`config.mk`:
```
export PLATFORM = sky130hd
export DESIGN_NAME = async_serial_transceiver
export DESIGN_NICKNAME = d
export VERILOG_FILES = /design/src/hdl/async_serial_transceiver.v
export VERILOG_INCLUDE_DIRS = /design/src /design/src/hdl
export SDC_FILE = /design/constraint.sdc
export NUM_CORES = 1
export LEC_CHECK = 0
export BUFFER_PORTS_ARGS = -buffer_cell sky130_fd_sc_hd__buf_4
export CORE_MARGIN = 2
export CORE_UTILIZATION = 55
export DETAILED_ROUTE_END_ITERATION = 10
export GPL_ROUTABILITY_DRIVEN = 0
export PLACE_DENSITY = 0.78
export SYNTH_ARGS = -nofsm -noshare
export SYNTH_HDL_FRONTEND = slang
export SYNTH_SLANG_ARGS = --single-unit
export TNS_END_PERCENT = 100
```
`constraint.sdc`:
```
create_clock -name clk -period 2.88 [get_ports clk]
set_input_delay 0.72 -clock clk [delete_from_list [all_inputs] [get_ports clk]]
set_output_delay 0.72 -clock clk [all_outputs]
set_load 0.02 [all_outputs]
```
`src/hdl/uart_map.vh`:
```
/*
  Register offsets, field positions and reset values of the serial transceiver.
  Assumes byte addressing on a 32-bit Avalon-MM slave, one register per word.
*/
`ifndef UART_MAP_VH
`define UART_MAP_VH

// ----------------------------------------
// Register byte offsets
// ----------------------------------------
`define OFS_MODE_CTL 5'h00
`define OFS_STATUS_CTL 5'h04
`define OFS_TX_DATA 5'h08
`define OFS_RX_DATA 5'h0c
`define OFS_BAUD_DIV 5'h10
`define OFS_IRQ_FLAGS 5'h14

// ----------------------------------------
// Mode control fields
// ----------------------------------------
`define MODE_ON_BIT 15
`define MODE_LOOP_BIT 6
`define MODE_FMT_HI 2
`define MODE_FMT_LO 1
`define MODE_STOP_BIT 0

// ----------------------------------------
// Status and control fields
// ----------------------------------------
`define STA_TXISEL_BIT 15
`define STA_BRK_BIT 11
`define STA_TXEN_BIT 10
`define STA_TXFULL_BIT 9
`define STA_TXEMPTY_BIT 8
`define STA_RXISEL_HI 7
`define STA_RXISEL_LO 6
`define STA_ADDR_BIT 5
`define STA_QUIET_BIT 4
`define STA_PARITY_FLAG_BIT 3
`define STA_FRAMING_FLAG_BIT 2
`define STA_OVERRUN_FLAG_BIT 1
`define STA_AVAIL_BIT 0

// ----------------------------------------
// Frame formats and reset values
// ----------------------------------------
`define FMT_8N 2'h0
`define FMT_8E 2'h1
`define FMT_8O 2'h2
`define FMT_9N 2'h3
`define RST_FMT 2'h0
`define RST_STOP 1'h0
`define RST_BAUD 16'h0000

// ----------------------------------------
// Timing
// ----------------------------------------
`define OVERSAMPLE_LAST 4'hf
`define SAMPLE_POINT 4'h7

`endif

```
`src/hdl/async_serial_transceiver.v`:
```
/*
  Full-duplex asynchronous serial transceiver with four-word transmit and
  receive FIFOs, behind an Avalon-MM slave with one wait cycle per access.
  Assumes serial_in_pin is asynchronous and a single clock with enable.
*/
// What this block does
// - Format: 8 bit E/O/N or 9 bit; stop count
// - Reset gives 8 data, no parity, one stop
// - Loaded word shifts at next baud edge
// - Transmit FIFO nine wide, four deep, full flag
// - Write to full transmit FIFO is dropped
// - Reset clears both FIFOs
// - Transmit flag on move, or move leaving empty
// - Break holds line low, no transmit flag
// - Reading data pops and updates error flags
// - Receive FIFO four deep, avail flag, safe reads
// - Receive flag per select: each, three, four
// - Overrun when full; reception halts till cleared
// - Framing error on any zero stop bit
// - Parity error only with parity selected
// - Quiet flag low from start until stop
// - Break stores zero word, then waits high
// - Address mode flags every ninth-bit-set word
// - Loopback feeds receiver, pin ignored
// - Baud is clock over sixteen times N+1
// - Idle transmit line rests high
// - Disable empties FIFOs, clears overrun, allow and break, keeps setup and IRQ flags
`timescale 1ns/10ps
`default_nettype none
`include "uart_map.vh"

module async_serial_transceiver #(
  parameter DEPTH = 4
) (
  input wire clk,
  input wire rst_n,
  input wire ce,
  input wire [4:0] address,
  input wire read,
  input wire write,
  input wire [31:0] writedata,
  output reg [31:0] readdata,
  output reg waitrequest,
  input wire serial_in_pin,
  output reg serial_out_pin
);

  // ----------------------------------------
  // Helpers
  // ----------------------------------------
  // Bits in a frame including start and stop bits
  function [3:0] frame_len;
    input [1:0] fmt;
    input two_stop;
    begin
      frame_len = 4'h0 + 4'd10 + {3'h0, fmt != `FMT_8N} + {3'h0, two_stop};
    end
  endfunction

  function parity_of;
    input [1:0] fmt;
    input [7:0] d;
    begin
      parity_of = (fmt == `FMT_8O) ? ~^d : ^d;
    end
  endfunction

  // ----------------------------------------
  // Configuration and status state
  // ----------------------------------------
  reg module_on, loopback_on, stop_count_sel;
  reg [1:0] frame_format_sel;
  reg tx_irq_sel, tx_break_ctl, tx_allow, addr_detect_on;
  reg [1:0] rx_irq_sel;
  reg overrun_flag, tx_irq_flag, rx_irq_flag;
  reg [15:0] baud_divisor;

  reg [8:0] tx_fifo [0:DEPTH-1];
  reg [1:0] tx_wp, tx_rp;
  reg [2:0] tx_cnt;
  reg [10:0] rx_fifo [0:DEPTH-1];
  reg [1:0] rx_wp, rx_rp;
  reg [2:0] rx_cnt;

  wire tx_fifo_full = (tx_cnt == DEPTH);
  wire rx_avail = (rx_cnt != 3'h0);
  wire [10:0] rx_head = rx_fifo[rx_rp];

  // ----------------------------------------
  // Input synchroniser and baud prescaler
  // ----------------------------------------
  reg in_meta, in_sync;
  reg [15:0] pre;
  wire tick = (pre == baud_divisor);

  // ----------------------------------------
  // Transmit state
  // ----------------------------------------
  reg tx_busy;
  reg [3:0] tx_ph, tx_left;
  reg [11:0] tx_frame;
  reg tx_bit;
  wire tx_edge = tick && (tx_ph == 4'h0);
  wire tx_move = module_on && tx_allow && !tx_busy && (tx_cnt != 3'h0);
  wire [8:0] tx_word = tx_fifo[tx_rp];
  wire [8:0] tx_ninth = (frame_format_sel == `FMT_9N) ? {8'h00, tx_word[8]} :
    {8'h00, parity_of(frame_format_sel, tx_word[7:0])};
  // Unused high bits shift out as stop bits, so a short frame ends in ones
  wire [11:0] tx_build = (frame_format_sel == `FMT_8N) ?
    {3'h7, tx_word[7:0], 1'b0} : {2'h3, tx_ninth[0], tx_word[7:0], 1'b0};

  // ----------------------------------------
  // Receive state
  // ----------------------------------------
  localparam RX_IDLE = 2'h0;
  localparam RX_BITS = 2'h1;
  localparam RX_DONE = 2'h2;
  localparam RX_WAITHI = 2'h3;
  reg [1:0] rx_state;
  reg [3:0] rx_ph, rx_n;
  reg [11:0] rx_shifter;
  wire rx_line = loopback_on ? serial_out_pin : in_sync;
  wire rx_quiet = (rx_state == RX_IDLE) || (rx_state == RX_WAITHI);
  wire par_on = (frame_format_sel == `FMT_8E) || (frame_format_sel == `FMT_8O);
  wire [3:0] stop_pos = par_on || (frame_format_sel == `FMT_9N) ? 4'd10 : 4'd9;
  wire rx_framing_flag = !rx_shifter[stop_pos] ||
    (stop_count_sel && !rx_shifter[stop_pos + 4'h1]);
  wire rx_parity_flag = par_on &&
    (rx_shifter[9] != parity_of(frame_format_sel, rx_shifter[8:1]));
  wire [8:0] rx_word = (frame_format_sel == `FMT_9N) ? rx_shifter[9:1] :
    {1'b0, rx_shifter[8:1]};
  wire rx_push = (rx_state == RX_DONE) && (rx_cnt != DEPTH);
  wire [2:0] rx_cnt_after = rx_cnt + 3'h1;
  wire rx_irq_hit = (addr_detect_on && (frame_format_sel == `FMT_9N)) ? rx_word[8] :
    (rx_irq_sel[1] == 1'b0) ? 1'b1 :
    (rx_irq_sel[0] ? (rx_cnt_after == 3'h4) : (rx_cnt_after == 3'h3));

  // ----------------------------------------
  // Bus access decode
  // ----------------------------------------
  wire acc = (read || write) && !waitrequest;
  wire wr = write && !waitrequest;
  wire rd_pop = acc && read && (address == `OFS_RX_DATA) && rx_avail;
  wire tx_push = wr && (address == `OFS_TX_DATA) && !tx_fifo_full && module_on;
  wire clr_irq = wr && (address == `OFS_IRQ_FLAGS);
  wire [15:0] mode_rd = {module_on, 8'h00, loopback_on, 3'h0, frame_format_sel,
    stop_count_sel};
  wire [15:0] sta_rd = {tx_irq_sel, 3'h0, tx_break_ctl, tx_allow, tx_fifo_full,
    !tx_busy, rx_irq_sel, addr_detect_on, rx_quiet, rx_avail && rx_head[9],
    rx_avail && rx_head[10], overrun_flag, rx_avail};
  reg [31:0] rd_mux;
  // Last word popped; an empty FIFO reads this instead of an unwritten slot
  reg [8:0] rx_last;

  always @*
  begin
    case (address)
      `OFS_MODE_CTL: rd_mux = {16'h0000, mode_rd};
      `OFS_STATUS_CTL: rd_mux = {16'h0000, sta_rd};
      `OFS_RX_DATA: rd_mux = {23'h000000, rx_avail ? rx_head[8:0] : rx_last};
      `OFS_BAUD_DIV: rd_mux = {16'h0000, baud_divisor};
      `OFS_IRQ_FLAGS: rd_mux = {30'h00000000, rx_irq_flag, tx_irq_flag};
      default: rd_mux = 32'h00000000;
    endcase
  end

  // ----------------------------------------
  // Bus slave: one wait cycle, action at the released edge
  // ----------------------------------------
  always @(posedge clk or negedge rst_n)
  begin
    if (!rst_n)
    begin
      waitrequest <= 1'b1;
      readdata <= 32'h00000000;
    end
    else if (ce)
    begin
      if ((read || write) && waitrequest)
      begin
        waitrequest <= 1'b0;
        readdata <= rd_mux;
      end
      else
        waitrequest <= 1'b1;
    end
  end

  // ----------------------------------------
  // Configuration registers
  // ----------------------------------------
  always @(posedge clk or negedge rst_n)
  begin
    if (!rst_n)
    begin
      module_on <= 1'b0;
      loopback_on <= 1'b0;
      frame_format_sel <= `RST_FMT;
      stop_count_sel <= `RST_STOP;
      tx_irq_sel <= 1'b0;
      tx_break_ctl <= 1'b0;
      tx_allow <= 1'b0;
      addr_detect_on <= 1'b0;
      rx_irq_sel <= 2'h0;
      baud_divisor <= `RST_BAUD;
    end
    else if (ce)
    begin
      if (wr && address == `OFS_MODE_CTL)
      begin
        module_on <= writedata[`MODE_ON_BIT];
        loopback_on <= writedata[`MODE_LOOP_BIT];
        frame_format_sel <= writedata[`MODE_FMT_HI:`MODE_FMT_LO];
        stop_count_sel <= writedata[`MODE_STOP_BIT];
      end
      if (wr && address == `OFS_STATUS_CTL)
      begin
        tx_irq_sel <= writedata[`STA_TXISEL_BIT];
        rx_irq_sel <= writedata[`STA_RXISEL_HI:`STA_RXISEL_LO];
        addr_detect_on <= writedata[`STA_ADDR_BIT];
        tx_break_ctl <= writedata[`STA_BRK_BIT] && module_on;
        tx_allow <= writedata[`STA_TXEN_BIT] && module_on;
      end
      if (wr && address == `OFS_BAUD_DIV)
        baud_divisor <= writedata[15:0];
      if (!module_on)
      begin
        tx_break_ctl <= 1'b0;
        tx_allow <= 1'b0;
      end
    end
  end

  // ----------------------------------------
  // FIFOs, flags and prescaler
  // ----------------------------------------
  always @(posedge clk or negedge rst_n)
  begin
    if (!rst_n)
    begin
      tx_wp <= 2'h0;
      tx_rp <= 2'h0;
      tx_cnt <= 3'h0;
      rx_wp <= 2'h0;
      rx_rp <= 2'h0;
      rx_cnt <= 3'h0;
      rx_last <= 9'h000;
      overrun_flag <= 1'b0;
      tx_irq_flag <= 1'b0;
      rx_irq_flag <= 1'b0;
      pre <= 16'h0000;
      in_meta <= 1'b1;
      in_sync <= 1'b1;
    end
    else if (ce)
    begin
      in_meta <= serial_in_pin;
      in_sync <= in_meta;
      pre <= (!module_on || tick) ? 16'h0000 : pre + 16'h0001;
      if (tx_push)
      begin
        tx_fifo[tx_wp] <= writedata[8:0];
        tx_wp <= tx_wp + 2'h1;
      end
      if (tx_move)
        tx_rp <= tx_rp + 2'h1;
      tx_cnt <= tx_cnt + {2'h0, tx_push} - {2'h0, tx_move};
      if (rx_push)
      begin
        rx_fifo[rx_wp] <= {rx_framing_flag, rx_parity_flag, rx_word};
        rx_wp <= rx_wp + 2'h1;
      end
      if (rd_pop)
      begin
        rx_rp <= rx_rp + 2'h1;
        rx_last <= rx_head[8:0];
      end
      rx_cnt <= rx_cnt + {2'h0, rx_push} - {2'h0, rd_pop};
      // A new event wins over a clear in the same cycle
      if (wr && address == `OFS_STATUS_CTL && !writedata[`STA_OVERRUN_FLAG_BIT])
        overrun_flag <= 1'b0;
      if (rx_state == RX_DONE && rx_cnt == DEPTH)
        overrun_flag <= 1'b1;
      if (clr_irq && writedata[0])
        tx_irq_flag <= 1'b0;
      if (tx_move && (!tx_irq_sel || tx_cnt == 3'h1))
        tx_irq_flag <= 1'b1;
      if (clr_irq && writedata[1])
        rx_irq_flag <= 1'b0;
      if (rx_push && rx_irq_hit)
        rx_irq_flag <= 1'b1;
      if (!module_on)
      begin
        tx_wp <= 2'h0;
        tx_rp <= 2'h0;
        tx_cnt <= 3'h0;
        rx_wp <= 2'h0;
        rx_rp <= 2'h0;
        rx_cnt <= 3'h0;
        overrun_flag <= 1'b0;
      end
    end
  end

  // ----------------------------------------
  // Transmitter
  // ----------------------------------------
  always @(posedge clk or negedge rst_n)
  begin
    if (!rst_n)
    begin
      tx_busy <= 1'b0;
      tx_ph <= 4'h0;
      tx_left <= 4'h0;
      tx_frame <= 12'hfff;
      tx_bit <= 1'b1;
      serial_out_pin <= 1'b1;
    end
    else if (ce)
    begin
      // Break overrides everything but does not stop the frame timing
      serial_out_pin <= !tx_break_ctl && tx_bit;
      if (!module_on || !tx_allow)
      begin
        tx_busy <= 1'b0;
        tx_ph <= 4'h0;
        tx_bit <= 1'b1;
      end
      else if (tx_move)
      begin
        tx_busy <= 1'b1;
        tx_frame <= tx_build;
        tx_left <= frame_len(frame_format_sel, stop_count_sel);
        tx_ph <= 4'h0;
      end
      else if (tx_busy && tick)
      begin
        tx_ph <= tx_ph + 4'h1;
        if (tx_edge)
        begin
          if (tx_left != 4'h0)
          begin
            tx_bit <= tx_frame[0];
            tx_frame <= {1'b1, tx_frame[11:1]};
            tx_left <= tx_left - 4'h1;
          end
          else
          begin
            tx_busy <= 1'b0;
            tx_bit <= 1'b1;
          end
        end
      end
    end
  end

  // ----------------------------------------
  // Receiver
  // ----------------------------------------
  always @(posedge clk or negedge rst_n)
  begin
    if (!rst_n)
    begin
      rx_state <= RX_IDLE;
      rx_ph <= 4'h0;
      rx_n <= 4'h0;
      rx_shifter <= 12'h000;
    end
    else if (ce)
    begin
      if (!module_on)
        rx_state <= RX_IDLE;
      else
      begin
        case (rx_state)
          RX_IDLE:
            if (tick && !rx_line && !overrun_flag)
            begin
              rx_state <= RX_BITS;
              rx_ph <= 4'h0;
              rx_n <= 4'h0;
            end
          RX_BITS:
            if (tick)
            begin
              rx_ph <= rx_ph + 4'h1;
              if (rx_ph == `SAMPLE_POINT)
              begin
                rx_shifter[rx_n] <= rx_line;
                rx_n <= rx_n + 4'h1;
                if (rx_n == 4'h0 && rx_line)
                  rx_state <= RX_IDLE;
                else if (rx_n == frame_len(frame_format_sel, stop_count_sel) - 4'h1)
                  rx_state <= RX_DONE;
              end
            end
          RX_DONE:
            // A break leaves the line low: it must not pass for a start bit
            rx_state <= rx_framing_flag ? RX_WAITHI : RX_IDLE;
          RX_WAITHI:
            if (tick && rx_line)
              rx_state <= RX_IDLE;
          default:
            rx_state <= RX_IDLE;
        endcase
      end
    end
  end

endmodule // async_serial_transceiver
`default_nettype wire

```
==> metrics <==
run status finished clean; most common cell after layout, fill and taps aside dfrtp_1; post-layout worst setup margin 0.278 ns; CTS tree done; clk_skew 0.0275 ns; Setup crit start kind flip-flop; I/O Buffers 44; Pins Over Slew Limit 0; vias per cell 5.87; Hold Vio Cnt, Final 0; switching share of total power 22.8%; pre-CTS WS -0.0489 ns; Max Fclk 384 MHz; worst r2r dst tx_cnt[2]; Cells after Synth 836; Tot Pwr 6.68 mW; first-pass GRT wire length 35600 um; Die W 140 um; Post-CTS Setup Inserts 0; multi-input combinational cell area 0.00417 sq mm; CP Capture Type flip-flop; register area share after synthesis 55.5%; slowest cell on the critical path dfrtp_1; Die H 140 um; Reg-to-Reg Start tx_cnt[1]; Mean Syn Cell Area 12.2 sq um; Worst R2R Setup Slack 0.28 ns; Initial Utilization 56.5%; WL/cell 19.3 um; Leakage Power 4.86 nW; type of the worst setup path flip-flop to flip-flop; fin crit share 90.3%; Clock Sinks 210; dpl cell area 0.0109 sq mm; Slew headroom 43.3%; hold_ws 0.106 ns; Pwr per Cell Area 574 mW/mm^2; Peak VDD IR 0.000454 V; max-cap viol count 0; largest fanout on the critical path 6; largest net degree at the start of global routing 54; CTS Buf Count 22; Area Growth Syn to Fin 14.1%; Pre-antenna DRT Iters 5; Antenna Violating Nets Remaining 0; Skew-Pair Late Insertion Delay 0.51 ns; Int Pwr 5.16 mW; Worst EP arrival 3.01 ns; Rows 49; Synth Flop Type dfrtp_1; Final setup viols 0; cell accounting for the most synthesized area dfrtp_1; combinational share of power 7.0%; layout cells sized above 1 23.9%; register area 0.00567 sq mm; most used cell along the critical path nand2_1; Seq cells post-synth 210; share of the synthesized area in the top cell type 28.2%; Core Area 0.0181 sq mm; # fillers 1298; Clock Power Share 45.2%; htree depth 1; worst-path cell chain nor3b_1, and4b_1, nand2_1, ha_1, inv_1, ha_1, inv_1, fa_1, xnor2_1, nand2_1, nand2_1, nand2_1, o31ai_1; Crit path largest cell delay 0.46 ns; initial antenna violation count 0; Hold Crit Class input port to async pin; sequential share of power 47.8%; aggregate global routing overflow 0; DRT iter0 DRCs 537; async set-reset flop share out of synthesis 61.9%; net total in the final layout 977; number of cells upsized or downsized after cts 0; vias in the first global route 6684; switching power 1.53 mW; R2R cell count 13; maximum buffer depth of the clock tree 3; Synth cell types 65; Worst Tran Pin Value 0.847 ns; post-route core utilization 64.4%; total track usage 23.0%; n_diodes 0; I/O pin count 77; WL final 22100 um; Final min period 2.60 ns; area of the mapped netlist 0.0102 sq mm; die area 0.0197 sq mm; top cells by area, synth dfrtp_1 28%, edfxtp_1 24%, mux2_2 5.3%; RSZ-0062 raised after global routing false; residual DRC count 0; Clock transition at path regs 0.06 ns; CTS root buffer clkbuf_16; Yosys warnings 0; total number of vias 6725; HPWL after DPL 15600 um; most frequent cells in the layout 115 x dfrtp_1, 91 x nand2_1, 80 x edfxtp_1; cts hold-fix bufs 0; Worst Path Required 3.29 ns; final instance area 0.0117 sq mm; EDFF count, synth 80
## Yosys cell counts (9+ instances only)
master    number
xnor2_1       24
mux4_2        22
ha_1          31
dfrtp_1      115
edfxtp_1      80
dfstp_2       15
inv_1         38
clkbuf_1      19
nor3_1        10
buf_2          9
nor2_1        45
a31oi_1       20
xor2_1        29
mux2_2        48
o21ai_0       45
nand3_1       19
and2_1        10
nand2_1       91
buf_4         18
a21oi_1       21
## power by group through the flow
stage / clock network (mW) / registers, mW / logic (mW)
floorplan: 0 / 3.24 / 0.301
global placement: 0 / 3.25 / 0.455
detailed placement: 0 / 3.25 / 0.462
CTS: 3.07 / 3.19 / 0.466
global route: 3.18 / 3.20 / 0.508
finish: 3.02 / 3.20 / 0.465
## critical path: cells and delay by family, from the launching register on
kind / cells / cell delay, ns
AND/OR/NAND/NOR: 6 / 0.96
adder cells (fa/ha/maj): 3 / 0.72
buffers and inverters: 2 / 0.11
XOR/XNOR: 1 / 0.21
flip-flops: 1 / 0.46
AO/OA/AOI/OAI: 1 / 0.06
## routing by layer
layer  wire (um)  share of wire [%]  vias up  track usage [%]
met1        9380                 42     3345             31.6
met5           0                  0        -                0
met2       10600                 48      226             37.8
li1            -                  -     3113                -
met3        1590                7.2       41             4.14
met4         522                2.4        0             7.02
## through the flow
step                      cells  setup TNS (ns)
final                      1146               0
after global routing       1146               0
after CTS                  1146               0
after detailed placement   1106         -0.0489
after global placement     1106               0
after floorplan             851               0
## final cells by class
type	count	share of cell area, %
Clock buffer	27	5.42
Inverter	39	1.26
Tap cell	229	2.46
Sequential cell	210	48.7
Clock inverter	13	1.43
Multi-Input combinational cell	551	35.8
Timing Repair Buffer	77	4.99
## cells by family (layout without fill, tap and decap cells)
group | after synthesis | count (layout) | share of synthesized area, %
and+or+nand+nor | 228 | 228 | 11.4
DFF | 210 | 210 | 55.5
AOI/OAI and AO/OA | 144 | 144 | 9.21
buffers and inverters | 90 | 156 | 4.23
muxes | 77 | 77 | 10.8
xor gates and xnor gates | 53 | 53 | 4.54
adders and majority gates | 33 | 33 | 4.19
other | 1 | 16 | 0.0367
## registers in the layout, indices dropped and copies added (netlist names), 2 cells and up
name,cells
rx_fifo,44
tx_fifo,36
baud_divisor,16
pre,16
readdata,16
rx_shifter,11
tx_frame,10
rx_last,9
rx_n,4
rx_ph,4
tx_left,4
tx_ph,4
rx_cnt,3
tx_cnt,3
frame_format_sel,2
rx_irq_sel,2
rx_rp,2
rx_state,2
rx_wp,2
tx_rp,2
tx_wp,2
## worst max-delay path by stage
stage / cells after the start / start / slack [ns] / end
2_1_floorplan: 12 / address[2] / 0.01 / rx_cnt[1]
3_3_place_gp: 15 / address[1] / 0.03 / tx_cnt[2]
3_5_place_dp: 15 / address[1] / -0.05 / tx_cnt[2]
4_1_cts: 13 / tx_cnt[1] / 0.28 / tx_cnt[2]
5_1_grt: 13 / tx_cnt[1] / 0.11 / tx_cnt[2]
6_report: 13 / tx_cnt[1] / 0.28 / tx_cnt[2]
No activity file was read; power rests on OpenSTA's default activity.
